--- config.mk ---
export PLATFORM = sky130hd
export DESIGN_NAME = stim3_cfg
export DESIGN_NICKNAME = d
export VERILOG_FILES = /design/src/include/stim3_cfg_pkg.sv /design/src/logic/stim3_cfg.sv /design/src/logic/stim3_decode.sv
export SDC_FILE = /design/constraint.sdc
export NUM_CORES = 1
export LEC_CHECK = 0
export BUFFER_PORTS_ARGS = -buffer_cell sky130_fd_sc_hd__buf_4
export CORE_MARGIN = 2
export CORE_UTILIZATION = 43
export CTS_CLUSTER_DIAMETER = 30
export DETAILED_ROUTE_END_ITERATION = 8
export PLACE_DENSITY = 0.81
export SLEW_MARGIN = 40
export SYNTH_ARGS = -nofsm -noshare
export SYNTH_HDL_FRONTEND = slang
export SYNTH_HIERARCHICAL = 1
export SYNTH_SLANG_ARGS = --single-unit
--- constraint.sdc ---
create_clock -name i_core_clk -period 1.61 [get_ports i_core_clk]
set_clock_uncertainty 0.1 [all_clocks]
set_input_delay 0.0805 -clock i_core_clk [delete_from_list [all_inputs] [get_ports i_core_clk]]
set_output_delay 0.0805 -clock i_core_clk [all_outputs]
set_load 0.05 [all_outputs]
--- src/include/stim3_cfg_pkg.sv ---
package stim3_cfg_pkg;
  localparam logic [7:0] STIM3_CFG3_ADDR = 8'h4B;
  localparam int PULL_LSB = 4;
  localparam int THR_LSB = 0;
  localparam logic [1:0] PULL_RESET = 2'h0;
  localparam logic [3:0] THR_RESET = 4'h0;
  localparam logic [3:0] THR_RESERVED = 4'hF;
  localparam logic [2:0] USAGE_VBUS_READY = 3'h0;
  localparam logic [2:0] USAGE_VBUS_PRESENT = 3'h7;

  typedef enum logic [1:0] {
    PROF_NONE = 2'b00,
    PROF_BC12 = 2'b01,
    PROF_LEGACY = 2'b10
  } profile_e;

  typedef struct packed {
    logic [7:0] addr;
    logic [7:0] wdata;
    logic wr;
  } reg_wr_s;

  typedef struct packed {
    logic active;
    logic [7:0] pull_ua;
    logic thr_used;
    logic [11:0] thr_mv;
  } stim3_apply_s;
endpackage

--- src/logic/stim3_cfg.sv ---
`timescale 1ns/10ps
module stim3_cfg (
  input wire logic i_core_clk,
  input wire logic i_srst,
  input wire stim3_cfg_pkg::reg_wr_s i_wr,
  input wire logic [7:0] i_rd_addr,
  output logic [7:0] o_rd_data,
  input wire logic [2:0] i_stim3_usage_sel,
  input wire stim3_cfg_pkg::profile_e i_profile,
  output stim3_cfg_pkg::stim3_apply_s o_apply
);
  import stim3_cfg_pkg::*;

  logic [1:0] stim3_pull_current_sel_q;
  logic [3:0] stim3_threshold_sel_q;
  logic [7:0] pull_ua;
  logic [11:0] thr_mv;
  stim3_apply_s apply_d;
  stim3_apply_s apply_q;

  // write decode
  wire hit = i_wr.wr && (i_wr.addr == STIM3_CFG3_ADDR);
  wire legacy_run = (i_profile == PROF_LEGACY);
  wire [1:0] wr_pull = i_wr.wdata[PULL_LSB +: 2];
  wire [3:0] wr_thr = i_wr.wdata[THR_LSB +: 4];
  wire thr_ok = (wr_thr != THR_RESERVED);
  wire wr_en = hit && !legacy_run;
  wire bc12 = (i_profile == PROF_BC12);
  wire thr_used = (i_stim3_usage_sel != USAGE_VBUS_READY) &&
                  (i_stim3_usage_sel != USAGE_VBUS_PRESENT);

  // field storage
  // reset zero
  always_ff @(posedge i_core_clk) begin
    if (i_srst) begin
      stim3_pull_current_sel_q <= PULL_RESET;
      stim3_threshold_sel_q <= THR_RESET;
    end else if (wr_en) begin
      stim3_pull_current_sel_q <= wr_pull;
      if (thr_ok) begin
        stim3_threshold_sel_q <= wr_thr;
      end
    end
  end

  stim3_decode u_dec (
    .i_pull_sel(stim3_pull_current_sel_q),
    .i_thr_sel(stim3_threshold_sel_q),
    .o_pull_ua(pull_ua),
    .o_thr_mv(thr_mv)
  );

  // applied settings, zero when not bc12
  always_comb begin
    apply_d.active = bc12;
    apply_d.pull_ua = bc12 ? pull_ua : 8'h00;
    apply_d.thr_used = bc12 && thr_used;
    apply_d.thr_mv = (bc12 && thr_used) ? thr_mv : 12'h000;
  end

  always_ff @(posedge i_core_clk) begin
    if (i_srst) begin
      apply_q <= '0;
    end else begin
      apply_q <= apply_d;
    end
  end
  assign o_apply = apply_q;

  // readback, upper bits zero
  // unimplemented zero
  always_ff @(posedge i_core_clk) begin
    if (i_srst) begin
      o_rd_data <= 8'h00;
    end else if (i_rd_addr == STIM3_CFG3_ADDR) begin
      o_rd_data <= {2'h0, stim3_pull_current_sel_q, stim3_threshold_sel_q};
    end else begin
      o_rd_data <= 8'h00;
    end
  end

  // reserved threshold never lands
  reserved_reject_a: assert property (@(posedge i_core_clk) disable iff (i_srst)
    hit && !thr_ok |=> stim3_threshold_sel_q == $past(stim3_threshold_sel_q))
    else $error("reserved threshold accepted");
  legacy_freeze_a: assert property (@(posedge i_core_clk) disable iff (i_srst)
    legacy_run |=> $stable(stim3_pull_current_sel_q) && $stable(stim3_threshold_sel_q))
    else $error("field changed under legacy");
  write_lands_a: assert property (@(posedge i_core_clk) disable iff (i_srst)
    hit && !legacy_run |=> stim3_pull_current_sel_q == $past(wr_pull))
    else $error("write not stored");
  bc12_only_a: assert property (@(posedge i_core_clk) disable iff (i_srst)
    !bc12 |=> !o_apply.active && o_apply.pull_ua == 8'h00)
    else $error("applied outside bc12");
  thr_ignore_a: assert property (@(posedge i_core_clk) disable iff (i_srst)
    (i_stim3_usage_sel == 3'h0 || i_stim3_usage_sel == 3'h7) |=> !o_apply.thr_used)
    else $error("threshold used for vbus usage");
  thr_1600_a: assert property (@(posedge i_core_clk) disable iff (i_srst)
    bc12 && thr_used && stim3_threshold_sel_q == 4'hB |=> o_apply.thr_mv == 12'h640)
    else $error("threshold decode wrong");
  read_upper_a: assert property (@(posedge i_core_clk) disable iff (i_srst)
    o_rd_data[7:6] == 2'h0)
    else $error("upper bits nonzero");
  usage_default_a: assert property (@(posedge i_core_clk) disable iff (i_srst)
    i_stim3_usage_sel == 3'h0 |=> o_apply.thr_mv == 12'h000)
    else $error("usage 000 applied a threshold");

  // fields come out of reset at zero
  fields_reset_a: assert property (@(posedge i_core_clk)
    i_srst |=> stim3_pull_current_sel_q == PULL_RESET && stim3_threshold_sel_q == THR_RESET)
    else $error("fields not cleared by reset");

  // applied settings cleared by reset
  apply_reset_a: assert property (@(posedge i_core_clk)
    i_srst |=> o_apply == '0)
    else $error("applied settings not cleared by reset");

  // read data cleared by reset
  read_reset_a: assert property (@(posedge i_core_clk)
    i_srst |=> o_rd_data == 8'h00)
    else $error("read data not cleared by reset");

  // accepted threshold code lands as written
  thr_lands_a: assert property (@(posedge i_core_clk) disable iff (i_srst)
    hit && !legacy_run && thr_ok |=> stim3_threshold_sel_q == $past(wr_thr))
    else $error("threshold write not stored");

  // reserved threshold code is never held
  thr_never_rsvd_a: assert property (@(posedge i_core_clk) disable iff (i_srst)
    stim3_threshold_sel_q != THR_RESERVED)
    else $error("reserved threshold held");

  // no accepted write, no field change
  hold_no_write_a: assert property (@(posedge i_core_clk) disable iff (i_srst)
    !wr_en |=> $stable(stim3_pull_current_sel_q) && $stable(stim3_threshold_sel_q))
    else $error("field changed without write");

  // readback mirrors both fields
  read_mirror_a: assert property (@(posedge i_core_clk) disable iff (i_srst)
    i_rd_addr == STIM3_CFG3_ADDR |=>
      o_rd_data == {2'h0, $past(stim3_pull_current_sel_q), $past(stim3_threshold_sel_q)})
    else $error("read data differs from fields");

  // other addresses read zero
  read_other_a: assert property (@(posedge i_core_clk) disable iff (i_srst)
    i_rd_addr != STIM3_CFG3_ADDR |=> o_rd_data == 8'h00)
    else $error("other address read nonzero");

  // settings active under bc12
  active_bc12_a: assert property (@(posedge i_core_clk) disable iff (i_srst)
    bc12 |=> o_apply.active)
    else $error("bc12 settings not applied");

  // legacy profile applies nothing
  legacy_zero_a: assert property (@(posedge i_core_clk) disable iff (i_srst)
    legacy_run |=> o_apply == '0)
    else $error("settings applied under legacy");

  // no threshold outside bc12
  thr_none_a: assert property (@(posedge i_core_clk) disable iff (i_srst)
    !bc12 |=> !o_apply.thr_used && o_apply.thr_mv == 12'h000)
    else $error("threshold applied outside bc12");

  // comparator usages do use the threshold
  thr_used_a: assert property (@(posedge i_core_clk) disable iff (i_srst)
    bc12 && (i_stim3_usage_sel == 3'h1 || i_stim3_usage_sel == 3'h2 ||
      i_stim3_usage_sel == 3'h3 || i_stim3_usage_sel == 3'h6) |=> o_apply.thr_used)
    else $error("threshold not used by comparator");

  // pull code 00 gives 10 uA
  pull_10_a: assert property (@(posedge i_core_clk) disable iff (i_srst)
    bc12 && stim3_pull_current_sel_q == 2'h0 |=> o_apply.pull_ua == 8'h0A)
    else $error("pull decode wrong for 00");

  // pull code 01 gives 50 uA
  pull_50_a: assert property (@(posedge i_core_clk) disable iff (i_srst)
    bc12 && stim3_pull_current_sel_q == 2'h1 |=> o_apply.pull_ua == 8'h32)
    else $error("pull decode wrong for 01");

  // pull code 10 gives 100 uA
  pull_100_a: assert property (@(posedge i_core_clk) disable iff (i_srst)
    bc12 && stim3_pull_current_sel_q == 2'h2 |=> o_apply.pull_ua == 8'h64)
    else $error("pull decode wrong for 10");

  // pull code 11 gives 150 uA
  pull_150_a: assert property (@(posedge i_core_clk) disable iff (i_srst)
    bc12 && stim3_pull_current_sel_q == 2'h3 |=> o_apply.pull_ua == 8'h96)
    else $error("pull decode wrong for 11");

  // threshold code 0000 gives 400 mV
  thr_400_a: assert property (@(posedge i_core_clk) disable iff (i_srst)
    bc12 && thr_used && stim3_threshold_sel_q == 4'h0 |=> o_apply.thr_mv == 12'h190)
    else $error("threshold decode wrong for 0000");

  // threshold code 0011 gives 300 mV
  thr_300_a: assert property (@(posedge i_core_clk) disable iff (i_srst)
    bc12 && thr_used && stim3_threshold_sel_q == 4'h3 |=> o_apply.thr_mv == 12'h12C)
    else $error("threshold decode wrong for 0011");

  // threshold code 0101 gives 500 mV
  thr_500_a: assert property (@(posedge i_core_clk) disable iff (i_srst)
    bc12 && thr_used && stim3_threshold_sel_q == 4'h5 |=> o_apply.thr_mv == 12'h1F4)
    else $error("threshold decode wrong for 0101");

  // threshold code 1001 gives 900 mV
  thr_900_a: assert property (@(posedge i_core_clk) disable iff (i_srst)
    bc12 && thr_used && stim3_threshold_sel_q == 4'h9 |=> o_apply.thr_mv == 12'h384)
    else $error("threshold decode wrong for 1001");

  // threshold code 1010 gives 1400 mV
  thr_1400_a: assert property (@(posedge i_core_clk) disable iff (i_srst)
    bc12 && thr_used && stim3_threshold_sel_q == 4'hA |=> o_apply.thr_mv == 12'h578)
    else $error("threshold decode wrong for 1010");

  // threshold code 1100 gives 1800 mV
  thr_1800_a: assert property (@(posedge i_core_clk) disable iff (i_srst)
    bc12 && thr_used && stim3_threshold_sel_q == 4'hC |=> o_apply.thr_mv == 12'h708)
    else $error("threshold decode wrong for 1100");

  // threshold code 1101 gives 2000 mV
  thr_2000_a: assert property (@(posedge i_core_clk) disable iff (i_srst)
    bc12 && thr_used && stim3_threshold_sel_q == 4'hD |=> o_apply.thr_mv == 12'h7D0)
    else $error("threshold decode wrong for 1101");

  // threshold code 1110 gives 2200 mV
  thr_2200_a: assert property (@(posedge i_core_clk) disable iff (i_srst)
    bc12 && thr_used && stim3_threshold_sel_q == 4'hE |=> o_apply.thr_mv == 12'h898)
    else $error("threshold decode wrong for 1110");
endmodule

--- src/logic/stim3_decode.sv ---
`timescale 1ns/10ps
module stim3_decode (
  input wire logic [1:0] i_pull_sel,
  input wire logic [3:0] i_thr_sel,
  output logic [7:0] o_pull_ua,
  output logic [11:0] o_thr_mv
);
  import stim3_cfg_pkg::*;

  // pull-up current in microamps
  // current decode
  function automatic logic [7:0] pull_ua(input logic [1:0] c);
    case (c)
      2'h0: pull_ua = 8'h0A;
      2'h1: pull_ua = 8'h32;
      2'h2: pull_ua = 8'h64;
      default: pull_ua = 8'h96;
    endcase
  endfunction

  // threshold in millivolts, reserved code gives zero
  // threshold decode
  function automatic logic [11:0] thr_mv(input logic [3:0] c);
    case (c)
      4'h0, 4'h1, 4'h2, 4'h4: thr_mv = 12'h190;
      4'h3: thr_mv = 12'h12C;
      4'h5: thr_mv = 12'h1F4;
      4'h6: thr_mv = 12'h258;
      4'h7: thr_mv = 12'h2BC;
      4'h8: thr_mv = 12'h320;
      4'h9: thr_mv = 12'h384;
      4'hA: thr_mv = 12'h578;
      4'hB: thr_mv = 12'h640;
      4'hC: thr_mv = 12'h708;
      4'hD: thr_mv = 12'h7D0;
      4'hE: thr_mv = 12'h898;
      default: thr_mv = 12'h000;
    endcase
  endfunction

  assign o_pull_ua = pull_ua(i_pull_sel);
  assign o_thr_mv = thr_mv(i_thr_sel);
endmodule

; ---- Yosys cells after proc, flatten, opt, wreduce, memory -nomap -nowiden
; Memories as Yosys holds them, arrays and structs flattened. A register that Yosys moved wholly into a read port is not among the register bits.
; Cells that the tools add are included.
[word_totals]
register_bits = 36
latchBits = 0
mem_bits_rw = 0
rom_bits = 160
input_bits = 32
mem_count = 1
[classes]
n_addsub = 0
mul = 0
div_mod_pow = 0
magnitude_cmp = 0
eq_ne = 8
shift = 0
mux = 1
bitwise = 3
reduce_logical = 11
[mem_list]
columns = name, words, word_bits, read_ports, rd_ports_with_merged_regs, wr, line_no
row1 = (no name shown), 16, 10, 1, 1, 0, stim3_decode.sv:24  ; case (c)
[op_table]
columns = cell, n
row1 = one-hot mux 8 bit (3 select lines), 1
row2 = "equality test 8 x 7 -> 1 bit, second input constant", 2
row3 = OR reduction 2 bit, 3
row4 = "equality test 2 x 1 -> 1 bit, second input constant", 2
row5 = "equality test 2 bit, second input constant", 2
row6 = logical AND 1 bit, 4
row7 = "!= test 4 bit, second input constant", 1
row8 = "!= test 3 bit, second input constant", 1
row9 = inverter 1 bit, 3
row10 = nonzero test 3 bit, 1
row11 = zero test 2 bit, 1
row12 = AND reduction 2 bit, 1
row13 = zero test 1 bit, 1

; ---- Logic depth before layout (Yosys ltp)
; Gate-level depths: netlist (run 1).
[depth]
depth_word = 5
ltp_mapped = 6
depth_no_buf = 5

; ---- By module
; Netlist (run 1), hierarchy kept.
[by_module_without_submodules]
columns = module, instances, cells_each, area_each_um2, seq_area_each_um2
row1 = stim3_cfg, 1, 96, 1086.0, 680.7
row2 = stim3_decode, 1, 50, 426.7, 0.0

; ---- Worst setup path before layout (run 1)
; OpenSTA, ideal clock, no wires.
[synth_path]
path_type = reg2reg
start = register stim3_threshold_sel_q[1]
end = register o_apply[7] (netlist name)
arrival_time_ns = 1.464
required_time_ns = 1.395
path_slack_ns = -0.069
path_stages_with_launch = 5
path_cell_list = dfxtp_1 inv_1 ha_1 mux4_2 and2_1
[synth_rtl]
columns = element, line_no
row1 = start: declaration, stim3_cfg.sv:15  ; logic [3:0] stim3_threshold_sel_q;
row2 = start signal: assignment, stim3_cfg.sv:41  ; stim3_threshold_sel_q <= wr_thr;

==> metrics.txt, run 1 <==
clk buf depth 2; vias in the first global route 1086; core area 3360 um^2; PwrDens 732 nW/um^2; Reg clk slew, reported paths 0.10 ns; vias post-DR 1203; CTS buffer count 5; largest net degree at the start of global routing 15; crit path DAT 1.67 ns; number of DRC markers in iteration 0 30; cells resized by post-CTS repair 0; HP Start i_stim3_usage_sel[2]; GRT Util Overall 14.2%; final setup margin around 0.080 ns; Cell Rows 21; placed instance area around 2000 um^2; DIE WIDTH 63.3 um; final-stage net count 268; Residual DRC 0; top cells by area, synth dfxtp_1, and2_1, ha_1; Clk Latency, worst-skew pair between 0.3 and 0.4 ns; Syn Area/Cell slightly above 10 um^2; max-cap viol count 0; Worst VDD drop about 0.29 mV; synthesized area 1510 um^2; FF-to-FF path depth 4; Fill cells 292; min-delay worst type in -> reg; Antenna diodes 0; most frequent cells in the layout buf_4, dfxtp_1, and2_1, ha_1; number of antenna violations at the first check in global routing 0; Post-DRT Antenna Nets 0; met1 Track Usage GR 14.9%; post-place setup slack -0.135 ns; Top FF cell, synth dfxtp_1; final-report max-slew violation count 0; worst-path maximum fanout 3; root buffer selected by CTS clkbuf_4; Lkg Pwr 1.01 nW; CTS tree done; layout cells sized above 1 a little under two fifths; Final Cell Area 2190 um^2; GP Congestion between 0.7 and 0.8; most common cell after layout, fill and taps aside buf_4; YS warnings 6; Critical Path Source stim3_threshold_sel_q[0]$_SDFFE_PP0P_; Data required, critical path 1.75 ns; Tmin final approximately 1.5 ns; Yosys top cell area share 45.0%; Async S/R FF share, synth 0%; global routing's busiest layer met2; per-cell routed wire length 9.83 um; grt ovf 0; TritonRoute pass-1 iters 4; Max Fclk roughly 650 MHz; setup violators final 0; startpoint types register; vias per cell 4.46; Critical Path End Type register; Post-Route WL 2.65 mm; Worst R2R Start stim3_threshold_sel_q[0]$_SDFFE_PP0P_; EDFF count, synth 0; PortBufs 57; CTS H-Tree Depth 2; worst hold path depth 3; DP HPWL 1.98 mm; # IOs 62; period utilization 95.1%; sequential-to-total area share from yosys stat 45.0%; type of the worst setup path reg -> reg; endpoints failing hold 0; outcome complete, no violations; global routing usage on met2 25.4%; Yosys top cell by area dfxtp_1; Sink Count 34; Layout area overhead 44.8%; count of cell types in the netlist 34; Hold WS 0.0219 ns; met3 Use GR 3.39%; DIE HEIGHT 63.3 um; RSZ-0062 raised after global routing no; Gate Count Post-Synth 146; first-pass GRT wire length 4.40 mm; count of state elements after synthesis 34; Starting Density 45.0%; die area 4010 um^2
[state kept, by name, summed over array words and instances (netlist names)]
register,count
o_rd_data,6
o_apply,22
stim3_pull_current_sel_q,2
stim3_threshold_sel_q,4
[kinds of logic (layout without fill, tap and decap cells)]
logic type               count (synthesis)  in the layout  synth area share (%)
AND/OR/NAND/NOR                         54             54                  23.7
flip-flops                              34             34                  45.0
buffers and inverters                   17             92                  6.12
AO/OA/AOI/OAI                           14             14                  5.05
adder cells (fa/ha/maj)                 13             13                  10.8
multiplexers                            12             12                  8.93
other                                    2              5                 0.496
[worst max-delay path, cell delays in order (launching register included)]
cell and delay, ns:
dfxtp_1 0.34, inv_1 0.08, ha_1 0.31, mux4_2 0.46
and2_1 0.14
[per-layer routing]
layer | routed length (um) | share of wire [%]
met1 | 1060 | 40
met2 | 1340 | 51
met3 | 177 | 6.7
met4 | 71 | 2.7
met5 | 0 | 0
[report_power, final]
| group | switching (W) | internal, W | total [W] |
|---|---|---|---|
| clock | 0.000270 | 0.000321 | 0.000592 |
| combinational | 0.0000778 | 0.0000829 | 0.000161 |
| sequential | 0.00000229 | 0.000849 | 0.000852 |
| total | 0.000350 | 0.00125 | 0.00160 |
[repair_timing]
item                      CTS  global route
hold endpoints to repair    8             0
hold buffers                9             0
buffers inserted            0             0
[layout make-up]
type | instances | area, um^2 | share of cell area (%)
multi-input combinational | 98 | 751 | 34.3
inverter | 8 | 30.0 | 1.37
tap | 46 | 57.6 | 2.63
clock inverter | 3 | 40.0 | 1.83
timing repair buffer | 76 | 593 | 27.1
sequential | 34 | 682 | 31.1
clock buffer | 5 | 37.5 | 1.71
[path summary, 6_finish.rpt]
check / to / slack (ns)
min: o_apply[12]$_SDFF_PP0_ / 0.02
max: o_apply[7]$_SDFF_PP0_ / 0.08
min reg2reg: o_rd_data[4]$_SDFF_PP0_ / 0.44
max reg2reg: o_apply[7]$_SDFF_PP0_ / 0.08
[synthesized netlist by cell type, drive strengths merged, types with 3 or more instances]
master	number
ha	13
buf	8
dfxtp	34
and2	27
mux2i	9
nor2	5
inv	8
nor3	3
a21oi	8
[through the flow]
stage	TNS, ns	instances	util [%]	power, W
after floorplan	0	149	-	0.000947
after detailed placement	-0.441	253	60.2	0.00101
after global placement	-0.355	253	60.2	0.00101
after CTS	0	270	65.1	0.00163
final	0	270	65.1	0.00160
after global routing	0	270	65.1	0.00168
Power figures use the tool's default switching activity.
==> inputs of run 2 (changes only) <==
Settings changed: CORE_ASPECT_RATIO set to 0.9, CORE_UTILIZATION 43 to 41, GPL_TIMING_DRIVEN set to 0, PLACE_DENSITY 0.81 to 0.8, SYNTH_HIERARCHICAL 1 to not set.
==> run 2 against run 1 <==
  * Via count grew 1.5%
  * Total power shrank 3.7%
  * Largest power group unchanged
  * Cell area is 6.8% lower
  * Highest routed layer unchanged
  * Utilization shrank 3.3 points
  * Global-route usage grew 3.1 points
==> metrics.txt, run 2 <==
DIE WIDTH 65.3 um (+3.1%); Critical Path End Type register; TritonRoute pass-1 iters 4 (unchanged); Cell Rows 20 (-4.8%); Residual DRC 0 (unchanged); Lkg Pwr 0.928 nW (-7.8%); Worst R2R Start stim3_threshold_sel_q[0]$_SDFFE_PP0P_; grt ovf 0 (unchanged); Post-DRT Antenna Nets 0 (unchanged); first-pass GRT wire length 4.88 mm (+11%); Syn Area/Cell 9.62 um^2 (-7.2%); max-cap viol count 0 (unchanged); Setup crit end o_apply[7]$_SDFF_PP0_; final setup margin 0.0524 ns (-0.0272 ns); most common cell in the netlist dfxtp_1; count of state elements after synthesis 31 (-8.8%); RR Endpoint o_apply[7]$_SDFF_PP0_; type of the worst setup path reg -> reg; final-stage net count 262 (-2.2%); most common cell after layout, fill and taps aside buf_4; Reg area 628 um^2 (-7.9%); Post-Route WL 2.97 mm (+12%); # IOs 62 (unchanged); Yosys top cell area share 44.8% (-0.19 points); period utilization 96.7% (+1.7 points); Sink Count 31 (-8.8%); PortBufs 54 (-5.3%); Worst VDD drop 0.298 mV (+1.9%); YS warnings 0 (-6); Gate Count Post-Synth 144 (-1.4%); synthesized area 1390 um^2 (-8.4%); root buffer selected by CTS clkbuf_8; most frequent cells in the layout buf_4, dfxtp_1, nor2_1, ha_1, a21oi_1; final-report max-slew violation count 0 (unchanged); Starting Density 41.9% (-3.0 points); Tmin final 1.56 ns (+0.0272 ns); EDFF count, synth 0 (unchanged); startpoint types register; setup slack, reg-to-reg 0.05 ns (-0.03 ns); Layout area overhead 47.4%; FF-to-FF path depth 5 (+1); sequential-to-total area share from yosys stat 44.8% (-0.19 points); max reg flops 19 (-14%); min-delay worst type in -> reg; Clk Latency, worst-skew pair 0.28 ns (-0.05 ns); setup violators final 0 (unchanged); PwrDens 757 nW/um^2 (+3.4%); crit-path max cell delay 0.38 ns (-0.08 ns); CTS tree done; largest net degree at the start of global routing 13 (-2); Finished Core Util 61.8% (-3.3 points); endpoints failing hold 0 (unchanged); count of cell types in the netlist 40 (+18%); CTS buffer count 5 (unchanged); DIE HEIGHT 59.1 um (-6.6%); clk buf depth 2 (unchanged); setup tns final 0 ns (unchanged); number of DRC markers in iteration 0 44 (+47%); Slowest-stage cell, CP dfxtp_4; crit-path cells inv_2 -> ha_1 -> inv_1 -> mux2_2 -> a211oi_2; vias per cell 4.68 (+5.0%); core area 3300 um^2 (-1.8%); overall power 0.00155 W (-3.7%); Hold WS 0.0252 ns (+0.00333 ns); vias post-DR 1221 (+1.5%); crit path DAT 1.63 ns (-0.04 ns); Data required, critical path 1.69 ns (-0.06 ns); GP Congestion 0.794 (+1.5%); top post-synthesis cells by count dfxtp_1, nor2_1, ha_1; Yosys top cell by area dfxtp_1; Reg clk slew, reported paths 0.06 ns (-0.04 ns); multi-input logic area 701 um^2 (-6.7%); CTS H-Tree Depth 2 (unchanged); Critical Path Source stim3_threshold_sel_q[0]$_SDFFE_PP0P_; Antenna diodes 0 (unchanged); Top FF cell, synth dfxtp_1; top cells by area, synth dfxtp_1, ha_1, nor2_1; vias in the first global route 1040 (-4.2%); Max Fclk 642 MHz (-1.7%); die area 3860 um^2 (-3.7%); Async S/R FF share, synth 0% (unchanged); post-place setup slack -0.246 ns (-0.112 ns); outcome complete, no violations; GRT Util Overall 17.3% (+3.1 points); Fill cells 294 (+0.68%); layout cells sized above 1 38.2% (-0.14 points); DP HPWL 2.12 mm (+7.1%); number of antenna violations at the first check in global routing 0 (unchanged); worst-path maximum fanout 6 (+3); RSZ-0062 raised after global routing no; per-cell routed wire length 11.4 um (+16%)
-- run 2: changes by cell type in the layout (fill, tap and decap cells not counted), moves of 3 or more --
cell      change
dfxtp_1       -4
mux2i_1       -6
and2_1       -21
buf_4         -7
inv_1         -4
nor2_1        +9
nand2_1       +6
clkbuf_4      -5
nor4_1        +4
clkbuf_8      +6
clkbuf_2      +3
-- run 2: metrics by stage --
step / cell area [um^2] / cells
after floorplan: 1400 / 148
after global placement: 1860 / 246
after detailed placement: 1860 / 246
after CTS: 2030 / 260
after global routing: 2040 / 261
final: 2040 / 261
-- run 2: cells by family (layout without fill, tap and decap cells) --
logic type / after synthesis / after routing / share of synthesized area (%)
buffers and inverters: 17 / 86 / 6.05
adders and majority gates: 13 / 13 / 11.7
other: 1 / 5 / 0.271
muxes: 4 / 4 / 2.98
and+or+nand+nor: 57 / 57 / 25.0
AOI/OAI and AO/OA: 21 / 21 / 9.12
DFF: 31 / 31 / 44.8
-- run 2: timing repair --
| item | CTS | global route |
|---|---|---|
| hold buffers | 7 | 0 |
| setup endpoints to repair | 3 | 6 |
| hold endpoints to repair | 8 | 0 |
| pin swaps | 0 | 1 |
| resized for setup | 6 | 5 |
| setup buffers | 0 | 1 |
-- run 2: cell type report --
class                           count  area share (%)
Tap cell                           44            2.70
Clock buffer                        6            4.04
Sequential cell                    31            30.8
Timing Repair Buffer               62            23.7
Clock inverter                      1           0.245
Buffer                             11            3.19
Inverter                            6            1.10
Multi-Input combinational cell    100            34.3
-- run 2: worst max-delay path: cells and delay by family, from the launching register on --
kind,cells,cell delay [ns]
AO/OA/AOI/OAI,1,0.24
flip-flops,1,0.38
buffers and inverters,2,0.14
multiplexers,1,0.28
adder cells (fa/ha/maj),1,0.31
-- run 2: worst min path at each step --
stage / startpoint / to / slack [ns] / depth (start not counted)
after CTS: i_profile[1] / o_apply[14]$_SDFF_PP0_ / 0.02 / 3
after global placement: i_profile[1] / o_apply[21]$_SDFF_PP0_ / 0.21 / 2
after global routing: i_profile[1] / o_apply[14]$_SDFF_PP0_ / 0.03 / 3
after floorplan: i_profile[1] / o_apply[21]$_SDFF_PP0_ / 0.08 / 1
after detailed placement: i_profile[1] / o_apply[21]$_SDFF_PP0_ / 0.21 / 2
final: i_profile[1] / o_apply[14]$_SDFF_PP0_ / 0.03 / 3
-- run 2: where the power goes --
| part | leakage, nW | internal, W | switching, W |
|---|---|---|---|
| logic | 0.629 | 0.0000859 | 0.0000910 |
| registers | 0.252 | 0.000771 | 0.00000171 |
| clock network | 0.0470 | 0.000334 | 0.000262 |
| total | 0.928 | 0.00119 | 0.000354 |
-- run 2: routing by layer --
layer / vias to the layer above / global-route usage (%) / share of wire [%]
li1: 634 / - / -
met1: 525 / 20.4 / 43
met2: 54 / 27.8 / 47
met3: 8 / 5.13 / 6.9
met4: 0 / 11.0 / 3.2
met5: - / 0 / 0
==> inputs of run 3 (changes only) <==
Clock period 1.61 ns to 1.2 ns, I/O delays scaled along.
==> run 3 against run 2 <==
  * The run now ends with setup timing left
  * Combinational power rose by 39%
  * Register-to-register slack got worse by 0.17 ns
  * Largest cell class unchanged
  * Utilization rose by 9.5 points
==> metrics.txt, run 3 (same netlist as run 2, synthesis figures left out) <==
outcome finished with violations; failing checks setup timing; RSZ-0062 raised after global routing yes; Tmin final 1.33 ns; PwrDens 873 nW/um^2 (+15%); number of antenna violations at the first check in global routing 0 (unchanged); clk buf depth 2 (unchanged); Reg clk slew, reported paths 0.06 ns (about the same); startpoint types input pin; vias per cell 4.85 (+3.6%); DP HPWL 2.14 mm (+1.2%); vias post-DR 1299 (+6.4%); Finished Core Util 71.4% (+9.5 points); grt ovf 0 (unchanged); final-stage net count 268 (+2.3%); post-place setup slack -0.497 ns (-0.251 ns); setup tns final -1.04 ns (-1.04 ns); vias in the first global route 1225 (+18%); crit path DAT 1.39 ns (-0.24 ns); root buffer selected by CTS clkbuf_8; max reg flops 19 (unchanged); Cell Rows 20 (unchanged); period utilization 111%; Critical Path End Type register; Clk Latency, worst-skew pair 0.28 ns (about the same); GRT Util Overall 19.8% (+2.5 points); min-delay worst type in -> reg; die area 3860 um^2 (unchanged); CTS tree done; multi-input logic area 893 um^2 (+28%); TritonRoute pass-1 iters 4 (unchanged); Post-Route WL 3.66 mm (+23%); Residual DRC 0 (unchanged); CTS H-Tree Depth 2 (unchanged); CTS buffer count 5 (unchanged); per-cell routed wire length 13.6 um (+20%); Post-DRT Antenna Nets 0 (unchanged); DIE WIDTH 65.3 um (unchanged); number of DRC markers in iteration 0 56 (+27%); endpoints failing hold 0 (unchanged); Fill cells 259 (-12%); largest net degree at the start of global routing 11 (-2); Lkg Pwr 0.994 nW (+7.0%); # IOs 62 (unchanged); Reg area 633 um^2 (+0.80%); layout cells sized above 1 54.9% (+17 points); setup violators final 14 (+14); type of the worst setup path in -> reg; PortBufs 54 (unchanged); DIE HEIGHT 59.1 um (unchanged); Max Fclk between 700 and 800 MHz; max-cap viol count 0 (unchanged); core area 3300 um^2 (unchanged); most common cell after layout, fill and taps aside buf_4; GP Congestion 0.786 (-1.0%); Data required, critical path 1.25 ns (-0.44 ns); most frequent cells in the layout buf_4, dfxtp_1, nor2_1, clkbuf_8, ha_4; Layout area overhead 70.2%; Starting Density 41.9% (unchanged); Worst VDD drop 0.448 mV (+50%); worst-path maximum fanout 6 (unchanged); final-report max-slew violation count 0 (unchanged); first-pass GRT wire length 5.62 mm (+15%); final setup margin -0.134 ns (-0.186 ns); Sink Count 31 (unchanged); Antenna diodes 0 (unchanged)
[run 3: power by group]
| part | switching, W | internal (W) | leakage [nW] |
|---|---|---|---|
| Combinational | 0.000126 | 0.000120 | 0.698 |
| Clock | 0.000371 | 0.000404 | 0.0412 |
| Sequential | 0.00000246 | 0.00103 | 0.254 |
| Total | 0.000500 | 0.00156 | 0.994 |
[run 3: worst paths after layout]
kind                                            startpoint                                       end  slack, ns  cells past startpoint
setup / recovery                                  i_wr[16]     stim3_threshold_sel_q[1]$_SDFFE_PP0P_      -0.13                      5
hold / removal                                i_profile[1]                    o_apply[14]$_SDFF_PP0_      0.008                      3
setup reg to reg     stim3_threshold_sel_q[1]$_SDFFE_PP0P_                     o_apply[7]$_SDFF_PP0_      -0.12                      5
hold reg to reg   stim3_pull_current_sel_q[0]$_SDFFE_PP0P_  stim3_pull_current_sel_q[0]$_SDFFE_PP0P_       0.40                      2
[run 3: final cells by class]
| cell class | count | share of cell area [%] |
|---|---|---|
| plain buffers | 10 | 4.14 |
| multi-input cells | 100 | 37.9 |
| well taps | 44 | 2.34 |
| repair buffers | 69 | 24.0 |
| flip-flops and latches | 31 | 26.9 |
| inverters | 6 | 1.17 |
| clock inverters | 2 | 0.531 |
| clock buffers | 6 | 3.08 |
[run 3: timing repair]
item                                    in CTS  in global routing
gates cloned                                 0                  0
setup buffers                                6                  2
pin swaps                                   14                 13
endpoints found under the setup margin      15                 19
resized for setup                           49                 15
hold endpoints to repair                     8                  0
hold buffers                                 7                  0
[run 3: worst max-delay path: stages]
cell	delay (ns)
buf_6	0.09
or4b_4	0.53
or4_4	0.49
o21ai_4	0.15
a21oi_1	0.07
[run 3: through the flow]
step / total power [W] / cells / hold WS [ns] / instance area, um^2
2_1_floorplan: 0.00118 / 148 / 0.0627 / 1430
6_report: 0.00206 / 268 / 0.00846 / 2360
3_3_place_gp: 0.00128 / 246 / 0.188 / 1890
5_1_grt: 0.00214 / 268 / 0.0284 / 2360
4_1_cts: 0.00206 / 267 / 0.00990 / 2280
3_5_place_dp: 0.00128 / 246 / 0.192 / 1890
[run 3: routing by layer]
metal | vias to the layer above | track usage [%] | wire (um)
met5 | - | 0 | 0
met4 | 0 | 8.93 | 62
met3 | 5 | 3.42 | 189
met2 | 48 | 37.2 | 1940
met1 | 601 | 21.9 | 1460
li1 | 645 | - | -
